## src/pkg/hpc_pkg.sv

```systemverilog
// Constants for the host port pin multiplexer.
package hpc_pkg;

  // ---------------------------------------------------------------
  // Widths
  // ---------------------------------------------------------------
  localparam int PINS   = 16;
  localparam int DATA_W = 8;
  localparam int ADDR_W = 11;
  localparam int CTRL_W = 16;

  // ---------------------------------------------------------------
  // Port control fields
  // ---------------------------------------------------------------
  localparam int CTRL_HOST_FUNCTION = 0;
  localparam int CTRL_MUX_BUS       = 1;
  localparam int CTRL_DOUBLE_STROBE = 2;
  localparam int CTRL_DOUBLE_REQ    = 3;
  localparam int CTRL_REQ_OPEN      = 4;
  localparam int CTRL_AS_POL        = 5;
  localparam int CTRL_CS_POL        = 6;
  localparam int CTRL_DS_POL        = 7;
  localparam int CTRL_REQ_POL       = 8;
  localparam int CTRL_ACK_POL       = 9;

  // ---------------------------------------------------------------
  // Pin positions
  // ---------------------------------------------------------------
  localparam int PIN_DATA_LSB = 0;
  localparam int PIN_DATA_MSB = 7;
  localparam int PIN_ADDR0    = 8;
  localparam int PIN_ADDR1    = 9;
  localparam int PIN_ADDR2    = 10;
  localparam int PIN_RW       = 11;
  localparam int PIN_DS       = 12;
  localparam int PIN_CS       = 13;
  localparam int PIN_REQ      = 14;
  localparam int PIN_ACK      = 15;

  // ---------------------------------------------------------------
  // Reset values and address padding
  // ---------------------------------------------------------------
  localparam logic [PINS-1:0]   PINS_OFF  = 16'hFFFF;
  localparam logic [PINS-1:0]   PINS_ZERO = 16'h0000;
  localparam logic [DATA_W-1:0] DATA_ZERO = 8'h00;
  localparam logic [ADDR_W-1:0] ADDR_ZERO = 11'h000;
  localparam logic [4:0]        NMUX_PAD  = 5'h00;

  // ---------------------------------------------------------------
  // Port roles
  // ---------------------------------------------------------------
  typedef enum logic [1:0] {
    HPC_GPIO    = 2'b00,
    HPC_PLAIN   = 2'b01,
    HPC_MUXED   = 2'b11,
    HPC_STOPPED = 2'b10
  } hpc_role_t;

endpackage

```

## src/core/hpc_pin_mux.sv

```systemverilog
// Host port pin multiplexer with general purpose I/O fallback.
`timescale 1ns/1ps
module hpc_pin_mux (
  input  wire logic                       clk,
  input  wire logic                       rst,
  input  wire logic                       ce,
  input  wire logic [hpc_pkg::CTRL_W-1:0] port_ctrl,
  input  wire logic [hpc_pkg::PINS-1:0]   data_dir,
  input  wire logic [hpc_pkg::PINS-1:0]   gpio_out,
  input  wire logic                       stop_mode,
  input  wire logic [hpc_pkg::DATA_W-1:0] rd_data,
  input  wire logic                       request,
  input  wire logic                       transmit_request,
  input  wire logic                       receive_request,
  input  wire logic [hpc_pkg::PINS-1:0]   pin_in,
  output logic      [hpc_pkg::PINS-1:0]   pin_out,
  output logic      [hpc_pkg::PINS-1:0]   pin_oe_n,
  output logic      [hpc_pkg::PINS-1:0]   gpio_in,
  output logic      [hpc_pkg::ADDR_W-1:0] host_addr,
  output logic      [hpc_pkg::DATA_W-1:0] host_wr_data,
  output logic                            host_select,
  output logic                            host_read,
  output logic                            host_write,
  output logic                            addr_strobe,
  output logic                            acknowledge
);
  import hpc_pkg::*;

  // ---------------------------------------------------------------
  // Configuration decode
  // ---------------------------------------------------------------
  logic            host_function;
  logic            mux_bus;
  logic            dbl_strobe;
  logic            dbl_req;
  logic            req_open;
  logic [PINS-1:0] pin_s;
  hpc_role_t       role;

  assign host_function = port_ctrl[CTRL_HOST_FUNCTION];
  assign mux_bus       = port_ctrl[CTRL_MUX_BUS];
  assign dbl_strobe    = port_ctrl[CTRL_DOUBLE_STROBE];
  assign dbl_req       = port_ctrl[CTRL_DOUBLE_REQ];
  assign req_open      = port_ctrl[CTRL_REQ_OPEN];

  always_comb begin
    case ({stop_mode, host_function, mux_bus})
      3'b000, 3'b001: role = HPC_GPIO;
      3'b010:         role = HPC_PLAIN;
      3'b011:         role = HPC_MUXED;
      default:        role = HPC_STOPPED;
    endcase
  end

  hpc_sync u_sync (
    .clk (clk),
    .rst (rst),
    .ce  (ce),
    .d   (pin_in),
    .q   (pin_s)
  );

  // ---------------------------------------------------------------
  // Host strobe decode
  // ---------------------------------------------------------------
  logic as_act;
  logic cs_act;
  logic ds_act;
  logic rd_act;
  logic wr_act;
  logic ack_act;
  logic sel;
  logic rd_acc;
  logic wr_acc;
  logic host_on;

  assign host_on = (role == HPC_PLAIN) || (role == HPC_MUXED);
  // A low polarity bit means the pin is active low.
  assign as_act  = pin_s[PIN_ADDR0] ~^ port_ctrl[CTRL_AS_POL];
  assign cs_act  = pin_s[PIN_CS] ~^ port_ctrl[CTRL_CS_POL];
  assign ds_act  = pin_s[PIN_DS] ~^ port_ctrl[CTRL_DS_POL];
  assign rd_act  = pin_s[PIN_RW] ~^ port_ctrl[CTRL_DS_POL];
  assign wr_act  = pin_s[PIN_DS] ~^ port_ctrl[CTRL_DS_POL];
  assign ack_act = pin_s[PIN_ACK] ~^ port_ctrl[CTRL_ACK_POL];
  assign sel     = (role == HPC_MUXED) || (role == HPC_PLAIN && cs_act);

  always_comb begin
    if (dbl_strobe) begin
      rd_acc = sel && rd_act;
      wr_acc = sel && wr_act && !rd_act;
    end else begin
      rd_acc = sel && ds_act && pin_s[PIN_RW];
      wr_acc = sel && ds_act && !pin_s[PIN_RW];
    end
  end

  // ---------------------------------------------------------------
  // Host side registered outputs
  // ---------------------------------------------------------------
  logic [DATA_W-1:0] addr_lo_q;

  always_ff @(posedge clk) begin
    if (rst) begin
      addr_lo_q <= DATA_ZERO;
    end else if (ce && role == HPC_MUXED && as_act) begin
      addr_lo_q <= pin_s[PIN_DATA_MSB:PIN_DATA_LSB];
    end
  end

  always_ff @(posedge clk) begin
    if (rst) begin
      host_addr <= ADDR_ZERO;
    end else if (ce && role == HPC_MUXED) begin
      host_addr <= {pin_s[PIN_CS], pin_s[PIN_ADDR2], pin_s[PIN_ADDR1],
                    addr_lo_q};
    end else if (ce && role == HPC_PLAIN) begin
      host_addr <= {NMUX_PAD, DATA_ZERO[2:0], pin_s[PIN_ADDR2],
                    pin_s[PIN_ADDR1], pin_s[PIN_ADDR0]};
    end
  end

  always_ff @(posedge clk) begin
    if (rst) begin
      host_wr_data <= DATA_ZERO;
    end else if (ce && host_on && wr_acc) begin
      host_wr_data <= pin_s[PIN_DATA_MSB:PIN_DATA_LSB];
    end
  end

  always_ff @(posedge clk) begin
    if (rst) begin
      host_select <= 1'b0;
      host_read   <= 1'b0;
      host_write  <= 1'b0;
      addr_strobe <= 1'b0;
      acknowledge <= 1'b0;
    end else if (ce && role != HPC_STOPPED) begin
      host_select <= host_on && sel;
      host_read   <= host_on && rd_acc;
      host_write  <= host_on && wr_acc;
      addr_strobe <= role == HPC_MUXED && as_act;
      acknowledge <= host_on && !dbl_req && ack_act;
    end
  end

  // ---------------------------------------------------------------
  // General purpose inputs
  // ---------------------------------------------------------------
  always_ff @(posedge clk) begin
    if (rst) begin
      gpio_in <= PINS_ZERO;
    end else if (ce && role == HPC_GPIO) begin
      gpio_in <= pin_s;
    end
  end

  // ---------------------------------------------------------------
  // Pin drivers
  // ---------------------------------------------------------------
  logic            req_lvl;
  logic            trq_lvl;
  logic            rrq_lvl;
  logic            req_pol;
  logic [PINS-1:0] drv_o;
  logic [PINS-1:0] drv_oe_n;

  assign req_pol = port_ctrl[CTRL_REQ_POL];
  assign req_lvl = request ~^ req_pol;
  assign trq_lvl = transmit_request ~^ req_pol;
  assign rrq_lvl = receive_request ~^ req_pol;

  genvar g;
  generate
    for (g = 0; g < PINS; g++) begin : g_pin
      always_comb begin
        drv_o[g]    = gpio_out[g];
        drv_oe_n[g] = !data_dir[g];
        if (host_on) begin
          drv_o[g]    = 1'b0;
          drv_oe_n[g] = 1'b1;
          if (g <= PIN_DATA_MSB) begin
            drv_o[g]    = rd_data[g % DATA_W];
            drv_oe_n[g] = !rd_acc;
          end
        end
      end
    end
  endgenerate

  logic [PINS-1:0] nxt_o;
  logic [PINS-1:0] nxt_oe_n;

  always_comb begin
    nxt_o    = drv_o;
    nxt_oe_n = drv_oe_n;
    if (host_on) begin
      if (dbl_req) begin
        nxt_o[PIN_REQ] = trq_lvl;
        nxt_o[PIN_ACK] = rrq_lvl;
        nxt_oe_n[PIN_ACK] = 1'b0;
      end else begin
        nxt_o[PIN_REQ] = req_lvl;
      end
      nxt_oe_n[PIN_REQ] = 1'b0;
      if (req_open) begin
        // Open drain pulls low only; the high level is left to the pull-up.
        nxt_oe_n[PIN_REQ] = nxt_o[PIN_REQ];
        nxt_o[PIN_REQ]    = 1'b0;
        if (dbl_req) begin
          nxt_oe_n[PIN_ACK] = nxt_o[PIN_ACK];
          nxt_o[PIN_ACK]    = 1'b0;
        end
      end
    end
    if (role == HPC_STOPPED) begin
      nxt_o    = pin_out;
      nxt_oe_n = PINS_OFF;
    end
  end

  always_ff @(posedge clk) begin
    if (rst) begin
      pin_out  <= PINS_ZERO;
      pin_oe_n <= PINS_OFF;
    end else if (ce) begin
      pin_out  <= nxt_o;
      pin_oe_n <= nxt_oe_n;
    end
  end
endmodule

```

## src/core/hpc_sync.sv

```systemverilog
// Two-stage synchroniser for the port pins.
`timescale 1ns/1ps
module hpc_sync (
  input  wire logic                     clk,
  input  wire logic                     rst,
  input  wire logic                     ce,
  input  wire logic [hpc_pkg::PINS-1:0] d,
  output logic      [hpc_pkg::PINS-1:0] q
);
  import hpc_pkg::*;

  logic [PINS-1:0] meta_q;

  // ---------------------------------------------------------------
  // Synchroniser stages
  // ---------------------------------------------------------------
  always_ff @(posedge clk) begin
    if (rst) begin
      meta_q <= PINS_ZERO;
      q      <= PINS_ZERO;
    end else if (ce) begin
      meta_q <= d;
      q      <= meta_q;
    end
  end
endmodule

```

## config.mk

```make
export PLATFORM = sky130hd
export DESIGN_NAME = hpc_pin_mux
export DESIGN_NICKNAME = d
export VERILOG_FILES = /design/src/pkg/hpc_pkg.sv /design/src/core/hpc_pin_mux.sv /design/src/core/hpc_sync.sv
export SDC_FILE = /design/constraint.sdc
export NUM_CORES = 1
export LEC_CHECK = 0
export ABC_AREA = 1
export BUFFER_PORTS_ARGS = -buffer_cell sky130_fd_sc_hd__buf_2
export CAP_MARGIN = 20
export CORE_ASPECT_RATIO = 0.75
export CORE_MARGIN = 5
export CORE_UTILIZATION = 53
export DETAILED_ROUTE_END_ITERATION = 12
export MAX_ROUTING_LAYER = met4
export PLACE_DENSITY = 0.87
export SKIP_CTS_REPAIR_TIMING = 1
export SLEW_MARGIN = 5
export SYNTH_ARGS = -nofsm -noshare
export SYNTH_HDL_FRONTEND = slang
export SYNTH_SLANG_ARGS = --single-unit
```

## constraint.sdc

```tcl
create_clock -name clk -period 3.1 [get_ports clk]
set_clock_uncertainty 0.2 [all_clocks]
set_input_delay 0.775 -clock clk [delete_from_list [all_inputs] [get_ports clk]]
set_output_delay 0.775 -clock clk [all_outputs]
set_load 0.1 [all_outputs]
```

==> metrics.md, run 1 <==
| Metric | Value |
|---|---|
| Top post-synthesis cells by count | nor2_1 (114), nand2_1 (113), dfxtp_1 (112) |
| Avg Inst Size Synth | 7.52 µm² |
| HPWL Detailed | around 8600 µm |
| Power density over the cells | around 540 nW/µm² |
| Status | finished clean |
| Remaining DRCs | 0 |
| Cell internal pwr | 1.97 mW |
| Syn Nets | 661 |
| Routed wire length per instance | between 10 and 15 µm |
| Proportion of layout cells with a drive suffix above 1 | a little over a quarter |
| Initial Utilization | roughly 55% |
| Final net count | 794 |
| Worst min path class | flop to flop |
| Post-Layout Cell Count | just over 800 |
| ANT nets after route | 0 |
| Pre-antenna DRT Iters | 5 |
| Ys Warns | 0 |
| Max Cap Violations | 0 |
| Core footprint | just under 8000 µm² |
| Leakage | 2.48 nW |
| Register area share after synthesis | around 51% |
| Setup CP Type | flop to output pin |
| Initial DRC count | 278 |
| IO Pins | 151 |
| Setup WS pre-CTS | 0.690 ns |
| Worst-path clk slew | ~0.090 ns |
| Sw Ratio | 31.6% |
| Clock share of power | between 20 and 30% |
| CTS tree | yes |
| Clock buffer count from CTS | 9 |
| Final setup fails | 0 |
| Antenna violations before repair | 0 |
| Peak supply drop | about 0.00034 V |
| CP Data Required Time | ~2.1 ns |
| Grt ovf | 0 |
| Syn-to-layout area delta | 21.8% |
| Period utilization | a little under 70% |
| Worst-Margin Slew | around 0.52 ns |
| Top-area cell type share of the netlist area | about 50% |
| Total Routing Usage GR | around 22% |
| Synth area leader | dfxtp_1 |
| Max-slew headroom | around 65% |
| Final Critical Period | ~2.1 ns |
| NetSw | slightly above 0.9 mW |
| Synth Instances | 582 |
| Sum Neg Setup Slack | 0 ns |
| Hold Vio Cnt, Final | 0 |
| Die X-Extent | 115 µm |
| Worst path bufs/invs | 1 |
| #FFs+latches synth | roughly 110 |
| Buffer depth of the longest clock path | 2 |
| RSZ-0062 raised after global routing | false |
| Final Wtd Congestion | between 0.8 and 0.9 |
| # diodes | 0 |
| Commonest register cell after synthesis | dfxtp_1 |
| Post-synthesis async set-or-reset flop share | 0% |
| Cell Rows | 28 |
| IO buf count | approximately 140 |
| Slowest CP cell | buf_2 |
| First-pass GRT wire length | between 15,000 and 20,000 µm |
| Via count | just over 4,000 |
| Crit-path max FO | 2 |
| Largest net degree at the start of global routing | between 40 and 50 |
| Critical path's largest stage delay | about 0.44 ns |
| Die area | 10,200 µm² |
| CTS root buf | clkbuf_8 |
| Max Clk Rate | approximately 470 MHz |
| CP arrival | approximately 1.2 ns |
| Sequential Power Share | 53.4% |
| Vias/cell | 5.00 |
| Nature of the critical path endpoint | output pin |
| Crit path cell chain | buf_2 |
| Sinks on Clock Net | between 100 and 150 |
| Vias in the first global route | roughly 3,800 |
| Netlist Area Pre-Place | 4380 µm² |
| DRT Wirelength | roughly 11,000 µm |
| Clock latency on the worst-skew pair | 0.35 ns |
| Slew Limit Fails | 0 |
| Top-count cell post-synth | nor2_1 |
| CP Launch Type | flop |
| Gate power share | between 10% and 20% |
| Top Family by Delay on Critical Path | buffers and inverters |
| Area contributors post-synth | dfxtp_1 (51%), nor2_1 (9.8%), nand2_1 (9.7%), o21ai_0 (8.5%), a21oi_1 (6.9%) |
| Cell variety after synth | 29 |
| Placed cell count | roughly 800 |
| Worst setup margin | between 0.9 and 1 ns |
| H-tree depth | 3 |
| Die Ht | between 80 and 90 µm |
| Post-synth EDFFs | 0 |
[worst paths after layout]
path                 from         endpoint  slack (ns)  depth (start not counted)
max            gpio_in[4]       gpio_in[4]        0.96                          1
min          host_addr[1]     host_addr[1]        0.26                          2
max reg2reg  u_sync.q[13]  host_wr_data[5]        1.53                          8
min reg2reg  host_addr[1]     host_addr[1]        0.26                          2
[through the flow]
step / util, % / total power [mW] / instance area [µm²] / hold WS (ns)
6_report: 67.0 / 2.87 / 5330 / 0.257
5_1_grt: 67.0 / 3.00 / 5330 / 0.291
4_1_cts: 67.0 / 2.90 / 5330 / 0.259
3_5_place_dp: 64.7 / 2.11 / 5150 / 0.244
3_3_place_gp: 64.7 / 2.10 / 5150 / 0.231
2_1_floorplan: - / 1.98 / 4380 / 0.239
[placed cells by master (no fill, tap or decap)]
master	instances
a22oi_1	1
o21ai_0	74
a21oi_1	60
inv_6	1
o21a_1	1
inv_4	1
a31oi_1	1
nand3_2	1
clkbuf_1	2
buf_2	144
clkbuf_8	11
nor3_4	1
dfxtp_1	112
nor2_2	1
nand4_1	1
buf_4	9
nor2_8	1
nor2_1	114
nand3_1	15
nor2_4	2
buf_12	1
inv_2	6
inv_1	25
clkinv_4	2
clkinvlp_4	1
o211ai_1	1
o21ai_1	4
nand2_4	2
nand2_1	113
or2_2	9
xnor2_1	3
[layout make-up]
class | instances | area (µm²)
fill | 682 | 2620
clock inverter | 3 | 25.0
sequential | 112 | 2240
tap | 105 | 131
timing repair buffer | 154 | 808
multi-input combinational | 405 | 1830
inverter | 33 | 131
clock buffer | 13 | 159
[metal layers]
metal | part of all wire [%] | vias up | wire length (µm) | global-route usage, %
met1 | 45 | 1828 | 5160 | 30.0
met4 | 0.89 | 0 | 101 | 5.76
met3 | 8.9 | 11 | 1010 | 4.92
met2 | 45 | 157 | 5120 | 34.5
li1 | - | 2126 | - | -
met5 | 0 | - | 0 | -
[cell families after synthesis]
| family | synth area share (%) |
|---|---|
| AO/OA/AOI/OAI | 16.4 |
| flip-flops | 51.2 |
| buffers and inverters | 6.89 |
| XOR/XNOR | 0.600 |
| AND/OR/NAND/NOR | 24.8 |
[power by group through the flow]
stage	registers, mW	clock network, mW	logic, mW
after floorplan	1.80	0	0.181
after global placement	1.56	0	0.532
after detailed placement	1.57	0	0.542
after CTS	1.53	0.821	0.545
after global routing	1.54	0.874	0.586
final	1.53	0.797	0.543
[flip-flops by register name (all words and copies together) (netlist names)]
| signal | cells |
|---|---|
| gpio_in | 16 |
| acknowledge | 1 |
| host_write | 1 |
| host_select | 1 |
| pin_oe_n | 16 |
| host_addr | 11 |
| addr_lo_q | 8 |
| host_read | 1 |
| addr_strobe | 1 |
| u_sync.meta_q | 16 |
| pin_out | 16 |
| host_wr_data | 8 |
| u_sync.q | 16 |
No activity file was read; power rests on OpenSTA's default activity.
==> run 2: changes to the inputs <==
Settings changed: CORE_UTILIZATION 53 to 50, PLACE_DENSITY 0.87 to 0.83.
Clock period 3.1 ns to 2.25 ns, I/O delays scaled along.
==> run 2 against run 1 <==
  * Global-route usage down 0.60 points
  * Core utilization down 2.4 points
  * Flip-flop and latch count unchanged
  * Die area up 5.4%
  * Largest power group unchanged
  * Clock power up 98%
  * Routed wire length up 1.1%
  * Critical path type unchanged
  * Non-clock buffer count up 3
  * Via count up 1.5%
  * Final area up 2.9%
  * First-iteration DRC count down 4.7%
==> metrics.md, run 2 (same netlist as run 1, synthesis figures left out) <==
| Metric | Value |
|---|---|
| Status | finished clean |
| Hold EP | u_sync.meta_q[12] |
| Core footprint | 8490 µm² (+6.8%) |
| Routed wire length per instance | 13.8 µm (+0.23%) |
| Crit-path max FO | 2 (unchanged) |
| Placed inst area | 5180 µm² (+0.75%) |
| CP Data Required Time | 1.49 ns (-0.63 ns) |
| R2R depth | 8 (unchanged) |
| Die X-Extent | 118 µm (+2.7%) |
| Slowest CP cell | buf_2 |
| Total Routing Usage GR | 21.8% (-0.60 points) |
| Max-slew headroom | 66.5% (+1.2 points) |
| Final setup fails | 0 (unchanged) |
| Setup CP Type | flop to output pin |
| CTS root buf | clkbuf_16 |
| Max Clk Rate | 520 MHz |
| Via count | 4,183 (+1.5%) |
| First-pass GRT wire length | 19,000 µm (+7.0%) |
| Worst-Margin Slew | 0.507 ns (-0.0176 ns) |
| Worst Hold Launch | pin_in[12] |
| CP Launch Type | flop |
| Sinks on Clock Net | 112 (unchanged) |
| Initial DRC count | 265 (-4.7%) |
| FF-to-FF End | host_wr_data[5] |
| Leakage | 2.54 nW (+2.6%) |
| Worst min path class | primary input to flop |
| Vias in the first global route | 4,036 (+5.7%) |
| Critical path's largest stage delay | 0.44 ns (about the same) |
| Worst-path clk slew | 0.07 ns (-0.02 ns) |
| Slew Limit Fails | 0 (unchanged) |
| HPWL Detailed | 8580 µm (+0.17%) |
| Hold Vio Cnt, Final | 0 (unchanged) |
| Crit path cell chain | buf_2 |
| Top Family by Delay on Critical Path | buffers and inverters |
| Clock buffer count from CTS | 9 (unchanged) |
| Sum Neg Setup Slack | 0 ns (unchanged) |
| Proportion of layout cells with a drive suffix above 1 | 27.1% (+0.34 points) |
| CP Depth | 1 (unchanged) |
| Clock latency on the worst-skew pair | 0.34 ns (about the same) |
| Nature of the critical path endpoint | output pin |
| Max Cap Violations | 0 (unchanged) |
| ANT nets after route | 0 (unchanged) |
| Final net count | 797 (+0.38%) |
| Buffer depth of the longest clock path | 2 (unchanged) |
| CP arrival | 1.16 ns (about the same) |
| Cell area after layout | 5480 µm² (+2.9%) |
| IO buf count | 144 (unchanged) |
| Die Ht | 91.0 µm (+2.6%) |
| Commonest non-fill, non-tap cell in the layout | buf_2 |
| Reg-to-reg slack, setup | 0.63 ns (-0.90 ns) |
| Die area | 10,700 µm² (+5.4%) |
| Routed wl met3 | 766 µm (-24%) |
| DR top layer | met4 |
| Pre-antenna DRT Iters | 5 (unchanged) |
| Remaining DRCs | 0 (unchanged) |
| Worst path bufs/invs | 1 (unchanged) |
| Wire length on met2 | 5340 µm (+4.3%) |
| H-tree depth | 3 (unchanged) |
| R2R Path Start | u_sync.q[13] |
| Power density over the cells | 811 nW/µm² (+50%) |
| Vias/cell | 5.03 (+0.63%) |
| Antenna violations before repair | 2 (+2) |
| DRT Wirelength | 11,500 µm (+1.1%) |
| Largest net degree at the start of global routing | 36 (-25%) |
| Syn-to-layout area delta | 25.3% |
| RSZ-0062 raised after global routing | false |
| Peak supply drop | 0.000533 V (+57%) |
| Grt ovf | 0 (unchanged) |
| Period utilization | 85.5% |
| CTS tree | yes |
| Final Critical Period | 1.92 ns |
| Commonest cells after routing, fill and taps aside | buf_2 (144), nor2_1 (114), nand2_1 (113) |
| IO Pins | 151 (unchanged) |
| Metal-1 WL | 5200 µm (+0.93%) |
| Cell Rows | 29 (+3.6%) |
| Initial Utilization | 51.5% (-3.5 points) |
| Hold path cells | 3 (+1) |
| Final Wtd Congestion | 0.843 (-4.1%) |
## run 2: worst min-delay path, delay by kind of cell
family | cells | cell delay, ns
buffers and inverters | 1 | 0.08
and+or+nand+nor | 2 | 0.11
## run 2: worst max path at each step
| stage | slack [ns] | end | startpoint |
|---|---|---|---|
| floorplan | 0.52 | pin_oe_n[15] | ce |
| global placement | 0.33 | pin_out[15] | ce |
| detailed placement | 0.26 | host_wr_data[5] | port_ctrl[0] |
| CTS | 0.33 | host_wr_data[7] | host_wr_data[7] |
| global route | 0.29 | host_wr_data[7] | host_wr_data[7] |
| finish | 0.33 | host_wr_data[7] | host_wr_data[7] |
## run 2: stage by stage
step	total power [mW]	setup WS, ns	hold slack [ns]	utilization, %	instances
2_1_floorplan	2.73	0.525	0.239	-	582
3_3_place_gp	2.89	0.330	0.232	61.1	815
3_5_place_dp	2.91	0.263	0.249	61.1	815
4_1_cts	4.49	0.326	0.233	64.5	830
5_1_grt	4.63	0.291	0.244	64.6	832
6_report	4.45	0.327	0.244	64.6	832
## run 2: per-layer routing
layer	global-route usage, %	vias up
met1	27.0	1895
met4	7.64	0
li1	-	2138
met5	-	-
met3	7.08	18
met2	33.6	132
## run 2: power breakdown
group	internal [mW]	total (mW)	leakage, nW	switching [mW]
clock	0.870	1.58	0.137	0.711
sequential	2.07	2.11	0.917	0.0436
combinational	0.176	0.757	1.49	0.581
## run 2: area by class of cell
type | count | area [µm²]
clock buffers | 10 | 229
well taps | 108 | 135
flip-flops and latches | 112 | 2240
repair buffers | 157 | 843
inverters | 33 | 131
fillers | 760 | 3010
clock inverters | 5 | 65.1
multi-input cells | 405 | 1830
diodes | 2 | 5.00
==> run 3: changes to the inputs <==
Settings changed: ABC_AREA 1 to default.
==> run 3 against run 2 <==
  * Core utilization up 0.31 points
  * Largest cell class unchanged
  * Fmax up 1.1%
  * Global-route usage about the same
  * Die area up 0.98%
  * Routed wire length down 2.3%
==> metrics.md, run 3 <==
| Metric | Value |
|---|---|
| Clock buffer count from CTS | 9 (unchanged) |
| Sum Neg Setup Slack | 0 ns (unchanged) |
| H-tree depth | 3 (unchanged) |
| # diodes | 0 (-2) |
| Cell variety after synth | 38 (+31%) |
| Remaining DRCs | 0 (unchanged) |
| CP Data Required Time | 1.49 ns (about the same) |
| Slew Limit Fails | 0 (unchanged) |
| Clock latency on the worst-skew pair | 0.34 ns (about the same) |
| Worst path bufs/invs | 1 (unchanged) |
| Worst setup margin | 0.348 ns (+0.0207 ns) |
| Commonest cells after routing, fill and taps aside | buf_2 (143), dfxtp_1 (112), nor2_1 (80) |
| Final Critical Period | 1.90 ns (-0.0207 ns) |
| Total Routing Usage GR | 21.8% (-0.034 points) |
| Pre-antenna DRT Iters | 4 (-1) |
| Setup CP Type | flop to output pin |
| Area contributors post-synth | dfxtp_1 (51%), mux2i_1 (14%), nor2_1 (6.8%), a21oi_1 (5.9%), nand2_1 (4.3%) |
| Power density over the cells | 774 nW/µm² (-4.6%) |
| Synth area leader | dfxtp_1 |
| Largest net degree at the start of global routing | 121 (+240%) |
| Initial DRC count | 214 (-19%) |
| Routed wire length per instance | 15.4 µm (+11%) |
| Synth Instances | 489 (-16%) |
| HPWL Detailed | 8130 µm (-5.2%) |
| #FFs+latches synth | 112 (unchanged) |
| Hold path cells | 3 (unchanged) |
| Grt ovf | 0 (unchanged) |
| Max Clk Rate | 526 MHz (+1.1%) |
| ANT nets after route | 0 (unchanged) |
| Cell Rows | 29 (unchanged) |
| RSZ-0062 raised after global routing | false |
| Leakage | 2.43 nW (-4.3%) |
| Syn-to-layout area delta | 25.6% |
| R2R Path Start | u_sync.q[12] |
| Sinks on Clock Net | 112 (unchanged) |
| Top-count cell post-synth | dfxtp_1 |
| Max-slew headroom | 62.9% (-3.5 points) |
| Worst Hold Launch | pin_in[3] |
| Final setup fails | 0 (unchanged) |
| Slowest CP cell | buf_2 |
| CP startpoint | host_wr_data[7] |
| Critical path's largest stage delay | 0.44 ns (about the same) |
| Hold Vio Cnt, Final | 0 (unchanged) |
| CTS tree | yes |
| Top-area cell type share of the netlist area | 50.7% (-0.55 points) |
| Final net count | 700 (-12%) |
| Hold EP | u_sync.meta_q[3] |
| IO Pins | 151 (unchanged) |
| Buffer depth of the longest clock path | 2 (unchanged) |
| Worst-path clk slew | 0.07 ns (about the same) |
| Syn Nets | 568 (-14%) |
| Initial Utilization | 51.7% (+0.12 points) |
| Nature of the critical path endpoint | output pin |
| Netlist Area Pre-Place | 4420 µm² (+1.1%) |
| Die X-Extent | 119 µm (+0.50%) |
| Crit-path max FO | 2 (unchanged) |
| Core footprint | 8560 µm² (+0.85%) |
| Ys Warns | 0 (unchanged) |
| Commonest non-fill, non-tap cell in the layout | buf_2 |
| Final Wtd Congestion | 0.789 (-6.4%) |
| Top post-synthesis cells by count | dfxtp_1 (112), nor2_1 (80), mux2i_1 (60) |
| R2R depth | 5 (-3) |
| Vias in the first global route | 3,858 (-4.4%) |
| FF-to-FF End | host_wr_data[3] |
| Die area | 10,800 µm² (+0.98%) |
| Antenna violations before repair | 0 (-2) |
| Proportion of layout cells with a drive suffix above 1 | 30.1% (+3.0 points) |
| Crit path cell chain | buf_2 |
| Period utilization | 84.6% (-0.92 points) |
| Top Family by Delay on Critical Path | buffers and inverters |
| Reg-to-reg slack, setup | 0.48 ns (-0.15 ns) |
| Via count | 3,830 (-8.4%) |
| Post-synth EDFFs | 0 (unchanged) |
| Commonest register cell after synthesis | dfxtp_1 |
| Avg Inst Size Synth | 9.05 µm² (+20%) |
| First-pass GRT wire length | 18,600 µm (-2.0%) |
| Peak supply drop | 0.000413 V (-22%) |
| Total power | 4.30 mW (-3.3%) |
| DRT Wirelength | 11,200 µm (-2.3%) |
| Setup WS pre-CTS | 0.211 ns (-0.0524 ns) |
| CP Launch Type | flop |
| Die Ht | 91.5 µm (+0.48%) |
| Max Cap Violations | 0 (unchanged) |
| Post-synthesis async set-or-reset flop share | 0% (unchanged) |
| Status | finished clean |
| Worst min path class | primary input to flop |
| IO buf count | 144 (unchanged) |
| Worst-Margin Slew | 0.554 ns (+0.0474 ns) |
| Vias/cell | 5.23 (+4.1%) |
| CTS root buf | clkbuf_16 |
| FILL cells | 743 (-2.2%) |
| Register area share after synthesis | 50.7% (-0.55 points) |
| CP arrival | 1.14 ns (-0.02 ns) |
[run 3: changes by cell type in the layout (fill, tap and decap cells not counted), moves of 6 or more]
cell	previous run	this run
inv_2	6	0
a21oi_1	60	52
o21ai_0	74	4
inv_1	25	2
nor2_1	114	80
nand2_1	113	51
nand2b_1	0	19
nand3_1	15	9
mux2i_1	0	60
a31oi_1	1	8
a211oi_1	0	11
nand3b_1	0	6
[run 3: how the worst max path moves through the flow]
stage / end / slack, ns / depth (start not counted)
after floorplan: addr_lo_q[0] / 0.43 / 6
after global placement: host_wr_data[4] / 0.27 / 6
after detailed placement: host_wr_data[3] / 0.21 / 6
after CTS: host_wr_data[7] / 0.33 / 1
after global routing: host_wr_data[7] / 0.29 / 1
final: host_wr_data[7] / 0.35 / 1
[run 3: stage by stage]
step                std cells  utilization [%]  hold slack (ns)  instance area, µm²
global placement          718             61.3            0.236                5250
global route              732             64.9            0.252                5560
floorplan                 489                -            0.231                4420
detailed placement        718             61.3            0.246                5250
CTS                       732             64.9            0.241                5560
finish                    732             64.9            0.251                5560
[run 3: cells by family (layout without fill, tap and decap cells)]
kind of cell	Yosys count	count (layout)	synth area share [%]
compound gates	82	82	10.7
flops	112	112	50.7
xor+xnor	5	5	0.990
simple gates	192	192	20.0
mux	61	61	13.8
buf+inv	37	172	3.79
[run 3: where the power goes]
group	internal, mW	leakage (nW)	switching (mW)
Sequential	2.04	0.911	0.0409
Clock	0.944	0.151	0.668
Combinational	0.176	1.37	0.431
[run 3: layer usage]
| metal | routed length, µm | global-route usage [%] | vias to the layer above |
|---|---|---|---|
| met2 | 5170 | 34.3 | 132 |
| met5 | 0 | - | - |
| li1 | - | - | 1910 |
| met4 | 287 | 8.00 | 0 |
| met3 | 642 | 5.53 | 26 |
| met1 | 5150 | 27.1 | 1762 |
[run 3: final cells by class]
| cell class | count | area, µm² | share of cell area (%) |
|---|---|---|---|
| repair buffers | 156 | 851 | 15.3 |
| well taps | 108 | 135 | 2.43 |
| clock inverters | 2 | 38.8 | 0.698 |
| multi-input cells | 340 | 2020 | 36.3 |
| flip-flops and latches | 112 | 2240 | 40.3 |
| inverters | 2 | 7.51 | 0.135 |
| clock buffers | 12 | 267 | 4.80 |
